<file path="src/adc_pkg.sv">
`default_nettype none
package adc_pkg;

	// ----------------------------------------
	// Mode and pin function encodings
	// ----------------------------------------
	localparam logic [2:0] MODE_OFF = 3'h0; // Diversity disabled, fixed antenna
	localparam logic [2:0] MODE_ANT_A = 3'h1; // Fixed antenna A
	localparam logic [2:0] MODE_ANT_B = 3'h2; // Fixed antenna B
	// Any other code enables the automatic search

	localparam int PIN_COUNT = 4;
	localparam logic [2:0] FN_LOW = 3'h0;
	localparam logic [2:0] FN_HIGH = 3'h1;
	localparam logic [2:0] FN_ANT_A = 3'h2;
	localparam logic [2:0] FN_ANT_B = 3'h3;
	localparam logic [2:0] FN_TX_RX_SW = 3'h4;
	localparam logic [2:0] FN_CLK_OUT = 3'h5;
	localparam logic [2:0] FN_BUF_STAT = 3'h6;
	localparam logic [2:0] FN_WAKE = 3'h7;

	// ----------------------------------------
	// Timing
	// ----------------------------------------
	localparam int CLK_MHZ = 25;
	localparam int DWELL_NS = 2000; // Time spent on each antenna while searching
	localparam int DWELL_CYC = (DWELL_NS * CLK_MHZ) / 1000;
	localparam int DWELL_W = 8;
	localparam logic [DWELL_W-1:0] DWELL_LAST = DWELL_W'(DWELL_CYC - 1);
	localparam int RSSI_W = 8;

	typedef enum logic [1:0] {
		ADC_IDLE,
		ADC_SEARCH,
		ADC_HOLD
	} adc_state_e;

endpackage : adc_pkg
`default_nettype wire

</file>
<file path="src/adc_antenna_diversity.sv">
`timescale 1ns/1ps
`default_nettype none

module adc_antenna_diversity (
	input wire logic clk,
	input wire logic rst_n,
	input wire logic power_off_input,
	input wire logic cfg_we,
	input wire logic [2:0] cfg_mode,
	input wire logic [1:0] cfg_pin_sel,
	input wire logic [2:0] cfg_pin_fn,
	input wire logic rx_enter,
	input wire logic rx_exit,
	input wire logic tx_active,
	input wire logic packet_start,
	input wire logic rssi_valid,
	input wire logic [adc_pkg::RSSI_W-1:0] rssi,
	input wire logic clk_out_src,
	input wire logic buf_stat_src,
	input wire logic wake_src,
	output logic ant_sel_ff,
	output logic searching_ff,
	output logic [adc_pkg::PIN_COUNT-1:0] multi_function_pins
);

	// ----------------------------------------
	// Power-off synchroniser
	// ----------------------------------------
	logic off_s1_ff;
	logic off_s2_ff;
	always_ff @(posedge clk or negedge rst_n) begin
		if (!rst_n) begin
			off_s1_ff <= 1'b1;
			off_s2_ff <= 1'b1;
		end else begin
			off_s1_ff <= power_off_input;
			off_s2_ff <= off_s1_ff;
		end
	end

	// ----------------------------------------
	// Configuration store
	// ----------------------------------------
	logic [2:0] mode_ff;
	logic [2:0] nxt_mode;
	logic [2:0] pin_fn_ff [adc_pkg::PIN_COUNT];
	logic [2:0] nxt_pin_fn [adc_pkg::PIN_COUNT];

	// Shutdown wipes everything; host must rewrite after power returns
	always_comb begin
		nxt_mode = mode_ff;
		for (int i = 0; i < adc_pkg::PIN_COUNT; i++) begin
			nxt_pin_fn[i] = pin_fn_ff[i];
		end
		if (off_s2_ff) begin
			nxt_mode = adc_pkg::MODE_OFF;
			for (int i = 0; i < adc_pkg::PIN_COUNT; i++) begin
				nxt_pin_fn[i] = adc_pkg::FN_LOW;
			end
		end else if (cfg_we) begin
			nxt_mode = cfg_mode;
			nxt_pin_fn[cfg_pin_sel] = cfg_pin_fn;
		end
	end

	always_ff @(posedge clk or negedge rst_n) begin
		if (!rst_n) begin
			mode_ff <= adc_pkg::MODE_OFF;
			for (int i = 0; i < adc_pkg::PIN_COUNT; i++) begin
				pin_fn_ff[i] <= adc_pkg::FN_LOW;
			end
		end else begin
			mode_ff <= nxt_mode;
			for (int i = 0; i < adc_pkg::PIN_COUNT; i++) begin
				pin_fn_ff[i] <= nxt_pin_fn[i];
			end
		end
	end

	// ----------------------------------------
	// Selection state machine
	// ----------------------------------------
	adc_pkg::adc_state_e state_ff;
	adc_pkg::adc_state_e nxt_state;
	logic nxt_ant_sel;
	logic nxt_searching;
	logic [adc_pkg::DWELL_W-1:0] dwell_ff;
	logic [adc_pkg::DWELL_W-1:0] nxt_dwell;
	logic [adc_pkg::RSSI_W-1:0] peak_a_ff;
	logic [adc_pkg::RSSI_W-1:0] peak_b_ff;
	logic [adc_pkg::RSSI_W-1:0] nxt_peak_a;
	logic [adc_pkg::RSSI_W-1:0] nxt_peak_b;
	logic auto_en;

	assign auto_en = (mode_ff != adc_pkg::MODE_OFF) && (mode_ff != adc_pkg::MODE_ANT_A)
		&& (mode_ff != adc_pkg::MODE_ANT_B);

	// Peak strength per antenna is kept so a late fade on one side cannot flip the choice
	always_comb begin
		nxt_state = state_ff;
		nxt_ant_sel = ant_sel_ff;
		nxt_searching = 1'b0;
		nxt_dwell = dwell_ff;
		nxt_peak_a = peak_a_ff;
		nxt_peak_b = peak_b_ff;
		case (state_ff)
			adc_pkg::ADC_IDLE: begin
				if (mode_ff == adc_pkg::MODE_ANT_B) begin
					nxt_ant_sel = 1'b1;
				end else if (!auto_en) begin
					nxt_ant_sel = 1'b0;
				end
				if (auto_en && rx_enter && !off_s2_ff) begin
					nxt_state = adc_pkg::ADC_SEARCH;
					nxt_searching = 1'b1;
					nxt_dwell = '0;
					nxt_peak_a = '0;
					nxt_peak_b = '0;
				end
			end
			adc_pkg::ADC_SEARCH: begin
				nxt_searching = 1'b1;
				if (rssi_valid) begin
					if (!ant_sel_ff && rssi > peak_a_ff) begin
						nxt_peak_a = rssi;
					end
					if (ant_sel_ff && rssi > peak_b_ff) begin
						nxt_peak_b = rssi;
					end
				end
				if (packet_start) begin
					nxt_state = adc_pkg::ADC_HOLD;
					nxt_searching = 1'b0;
					nxt_ant_sel = (peak_b_ff > peak_a_ff);
				end else if (dwell_ff == adc_pkg::DWELL_LAST) begin
					nxt_dwell = '0;
					nxt_ant_sel = !ant_sel_ff;
				end else begin
					nxt_dwell = dwell_ff + 1'b1;
				end
				if (rx_exit || !auto_en) begin
					nxt_state = adc_pkg::ADC_IDLE;
					nxt_searching = 1'b0;
				end
			end
			adc_pkg::ADC_HOLD: begin
				// Winner stays selected through transmit until the next receive entry, a change to a fixed mode, or power-off
				if (rx_enter && auto_en) begin
					nxt_state = adc_pkg::ADC_SEARCH;
					nxt_searching = 1'b1;
					nxt_dwell = '0;
					nxt_peak_a = '0;
					nxt_peak_b = '0;
				end else if (!auto_en) begin
					nxt_state = adc_pkg::ADC_IDLE;
				end
			end
			default: begin
				nxt_state = adc_pkg::ADC_IDLE;
			end
		endcase
		if (off_s2_ff) begin
			nxt_state = adc_pkg::ADC_IDLE;
			nxt_searching = 1'b0;
			nxt_ant_sel = 1'b0;
		end
	end

	always_ff @(posedge clk or negedge rst_n) begin
		if (!rst_n) begin
			state_ff <= adc_pkg::ADC_IDLE;
			ant_sel_ff <= 1'b0;
			searching_ff <= 1'b0;
			dwell_ff <= '0;
			peak_a_ff <= '0;
			peak_b_ff <= '0;
		end else begin
			state_ff <= nxt_state;
			ant_sel_ff <= nxt_ant_sel;
			searching_ff <= nxt_searching;
			dwell_ff <= nxt_dwell;
			peak_a_ff <= nxt_peak_a;
			peak_b_ff <= nxt_peak_b;
		end
	end

	// ----------------------------------------
	// Pin function multiplexer
	// ----------------------------------------
	// Both antenna lines derive from one next-selection value, nxt_ant_sel, so they can never overlap
	logic [adc_pkg::PIN_COUNT-1:0] pins_ff;
	logic [adc_pkg::PIN_COUNT-1:0] nxt_pins;
	always_comb begin
		for (int i = 0; i < adc_pkg::PIN_COUNT; i++) begin
			case (pin_fn_ff[i])
				adc_pkg::FN_LOW: nxt_pins[i] = 1'b0;
				adc_pkg::FN_HIGH: nxt_pins[i] = 1'b1;
				adc_pkg::FN_ANT_A: nxt_pins[i] = !nxt_ant_sel;
				adc_pkg::FN_ANT_B: nxt_pins[i] = nxt_ant_sel;
				adc_pkg::FN_TX_RX_SW: nxt_pins[i] = tx_active;
				adc_pkg::FN_CLK_OUT: nxt_pins[i] = clk_out_src;
				adc_pkg::FN_BUF_STAT: nxt_pins[i] = buf_stat_src;
				adc_pkg::FN_WAKE: nxt_pins[i] = wake_src;
				default: nxt_pins[i] = 1'b0;
			endcase
		end
	end

	always_ff @(posedge clk or negedge rst_n) begin
		if (!rst_n) begin
			pins_ff <= '0;
		end else begin
			pins_ff <= nxt_pins;
		end
	end
	assign multi_function_pins = pins_ff;
endmodule // adc_antenna_diversity
`default_nettype wire

</file>
<file path="config.mk">
export PLATFORM = sky130hd
export DESIGN_NAME = adc_antenna_diversity
export DESIGN_NICKNAME = d
export VERILOG_FILES = /design/src/adc_pkg.sv /design/src/adc_antenna_diversity.sv
export SDC_FILE = /design/constraint.sdc
export NUM_CORES = 1
export LEC_CHECK = 0
export BUFFER_PORTS_ARGS = -buffer_cell sky130_fd_sc_hd__buf_2
export CAP_MARGIN = 20
export CORE_MARGIN = 2
export CORE_UTILIZATION = 55
export CTS_CLUSTER_SIZE = 8
export DETAILED_ROUTE_END_ITERATION = 6
export MAX_ROUTING_LAYER = met4
export PLACE_DENSITY = 0.76
export SYNTH_ARGS = -nofsm -noshare
export SYNTH_HDL_FRONTEND = slang
export SYNTH_SLANG_ARGS = --single-unit
</file>
<file path="constraint.sdc">
create_clock -name clk -period 2.6 [get_ports clk]
set_input_delay 0.65 -clock clk [delete_from_list [all_inputs] [get_ports clk]]
set_output_delay 0.65 -clock clk [all_outputs]
set_load 0.02 [all_outputs]
</file>
==> results.tsv <==
metric	value	unit
io_buffers	33	
worstMarginPinSlew	634.8	ps
drive_gt1_share	15.43	%
synth_mux_area_share	8.935	%
synth_area_leaders	dfrtp_1 (40%), ha_1 (11%), mux2i_1 (8.9%), o21ai_0 (4.3%), inv_1 (3.4%)	
cts_tree	built	
ant_nets	0	
synth_compound_area_share	16.19	%
ir_worst_vdd	0.3682	mV
grt_use_total	22.73	%
via_per_inst	5.686	
drt_wl_total	5928	um
setup-violations-final	0	
grt_overflow	0	
antenna_found_initial	0	
synth_area	0.002913	mm^2
wl_per_cell	14.57	um
dr.pass1.iters	4	
nNetsFinal	390	
crit_fanout	9	
critPathArrivalTime	2400	ps
yosysUniqueCellTypes	36	
clockRootBuffer	clkbuf_8	
htree_levels	2	
powerDensity	537.9	mW/mm^2
areaGrowthSynthToFinish	13.57	%
crit_type	reg2reg	
final.setup.tns	0	ps
clk_latency	300	ps
finalHoldViolations	0	
layout_setup_ws	439.1	ps
leakagePower	1.582	nW
synth_fa_ha_area_share	11.17	%
synthXorXnorAreaFrac	0.3007	%
dp_hpwl	4412	um
fp.dieW	76.78	um
start_util	57.03	%
grt_max_degree	50	
row_count	26	
place_congestion	0.8245	
hold_class	reg2reg	
ys_warn_count	0	
cts_resized	0	
synth_fp_nets	352	
core	0.005107	mm^2
ios	34	
postCtsHoldBufs	0	
synthArstFlopShare	100.0	%
clock_skew	7.100	ps
slew_headroom	57.59	%
status	finished, final reports clean	
die_h	76.78	um
pre_cts_ws	164.4	ps
drt_iter0_drc	94	
synth_simple_gate_area_share	16.92	%
cp.required	2840	ps
clkTransAtPathRegs	100	ps
synth_edf_count	0	
synth_top_area_share	40.38	%
clkSinkCount	49	
synth_top_family_by_area	simple AND/OR/NAND/NOR gates	
layout_commonest_cell	dfrtp_1	
grt_pass1_wl	10650	um
synth_area_per_cell	9.774	um^2
drc	0	
fin_crit	2161	ps
layout_common_cells	dfrtp_1 (47), buf_2 (33)	
maxCapViolCount	0	
vias	2314	
clock_path_buffers	2	
postCtsSetupBuffers	0	
whs	363.0	ps
postSynthCellCount	298	
fin_crit_sh	83.11	%
n_antenna_cell	0	
end_kind	flip-flop	
drv_slew	0	
clock.fmax	462.8	MHz
cts_buffers	5	
die_area	0.005894	mm^2
finalPower	1.779	mW
grt_setup_unrepaired	false	
ys_ff_latch	49	
synth_top_flop_cell	dfrtp_1	
cp-start-kind	flip-flop	
yosysSeqAreaShare	42.18	%
grt_pass1_vias	2312	
yosysTopAreaCell	dfrtp_1	
## final timing paths
kind	to	slack (ps)	depth (start not counted)	startpoint
max	multi_function_pins[1]	440	8	dwell_ff[1]
min	off_s2_ff	360	0	off_s1_ff
max reg2reg	multi_function_pins[1]	440	8	dwell_ff[1]
min reg2reg	off_s2_ff	360	0	off_s1_ff
max in group asynchronous	pin_fn_ff[8]	1740	2	rst_n
min in group asynchronous	peak_a_ff[7]	440	2	rst_n
## state kept, by name, summed over array words and instances (netlist names)
register             flops
dwell_ff                 8
off_s1_ff                1
state_ff                 2
multi_function_pins      4
peak_b_ff                8
ant_sel_ff               1
peak_a_ff                8
mode_ff                  3
searching_ff             1
off_s2_ff                1
pin_fn_ff               12
## cells in the mapped netlist, drive strengths merged, types with 2 or more instances
library cell  number
ha                26
a21o               3
a32oi              4
a21oi             15
inv               26
nor3               7
nor2              26
o21a               3
dfstp              2
a32o               8
nand3             13
o31ai              3
nor2b             10
or4                4
mux2i             26
nand4              7
nand2             15
and3               3
nand3b             2
dfrtp             47
clkbuf             6
nand2b             5
o21ai             25
## cells by family (layout without fill, tap and decap cells)
family,count (synthesis),in the layout
AOI/OAI and AO/OA,67,67
xor gates and xnor gates,1,1
adders and majority gates,26,26
buffers and inverters,33,72
DFF,49,49
muxes,26,26
and+or+nand+nor,96,96
## final cells by class
cell class | instances | area [um^2]
Clock buffer | 6 | 82.58
Inverter | 26 | 97.59
Multi-Input combinational cell | 216 | 1559
Tap cell | 70 | 87.58
Fill cell | 435 | 1799
Timing Repair Buffer | 38 | 215.2
Clock inverter | 2 | 37.54
Sequential cell | 49 | 1229
## metrics by stage
stage,utilization [%],instance area (um^2),cells
after CTS,64.77,3308,407
after global placement,62.42,3188,399
after global routing,64.77,3308,407
after detailed placement,62.42,3188,399
after floorplan,-,2913,298
final,64.77,3308,407
## power by group
group	switching, mW	total [mW]	internal (mW)
Clock	0.266	0.579	0.313
Sequential	0.0498	0.866	0.816
Combinational	0.190	0.335	0.145
Total	0.505	1.78	1.27
## per-layer routing
layer	global-route usage [%]	vias to the layer above	share of wire [%]
li1	-	1153	-
met2	37.28	27	48
met3	3.294	5	2.4
met1	30.21	1129	49
met4	4.909	0	0.69
met5	-	-	0
## critical path, cell delays in order, from the launching register on
cell      delay (ps)
dfrtp_1          420
inv_1             70
ha_1             120
or4b_1           460
nor3_2           190
xnor2_1          200
a221oi_4         130
or4_1            410
nand3_1          100
No activity file was read; power rests on OpenSTA's default activity.
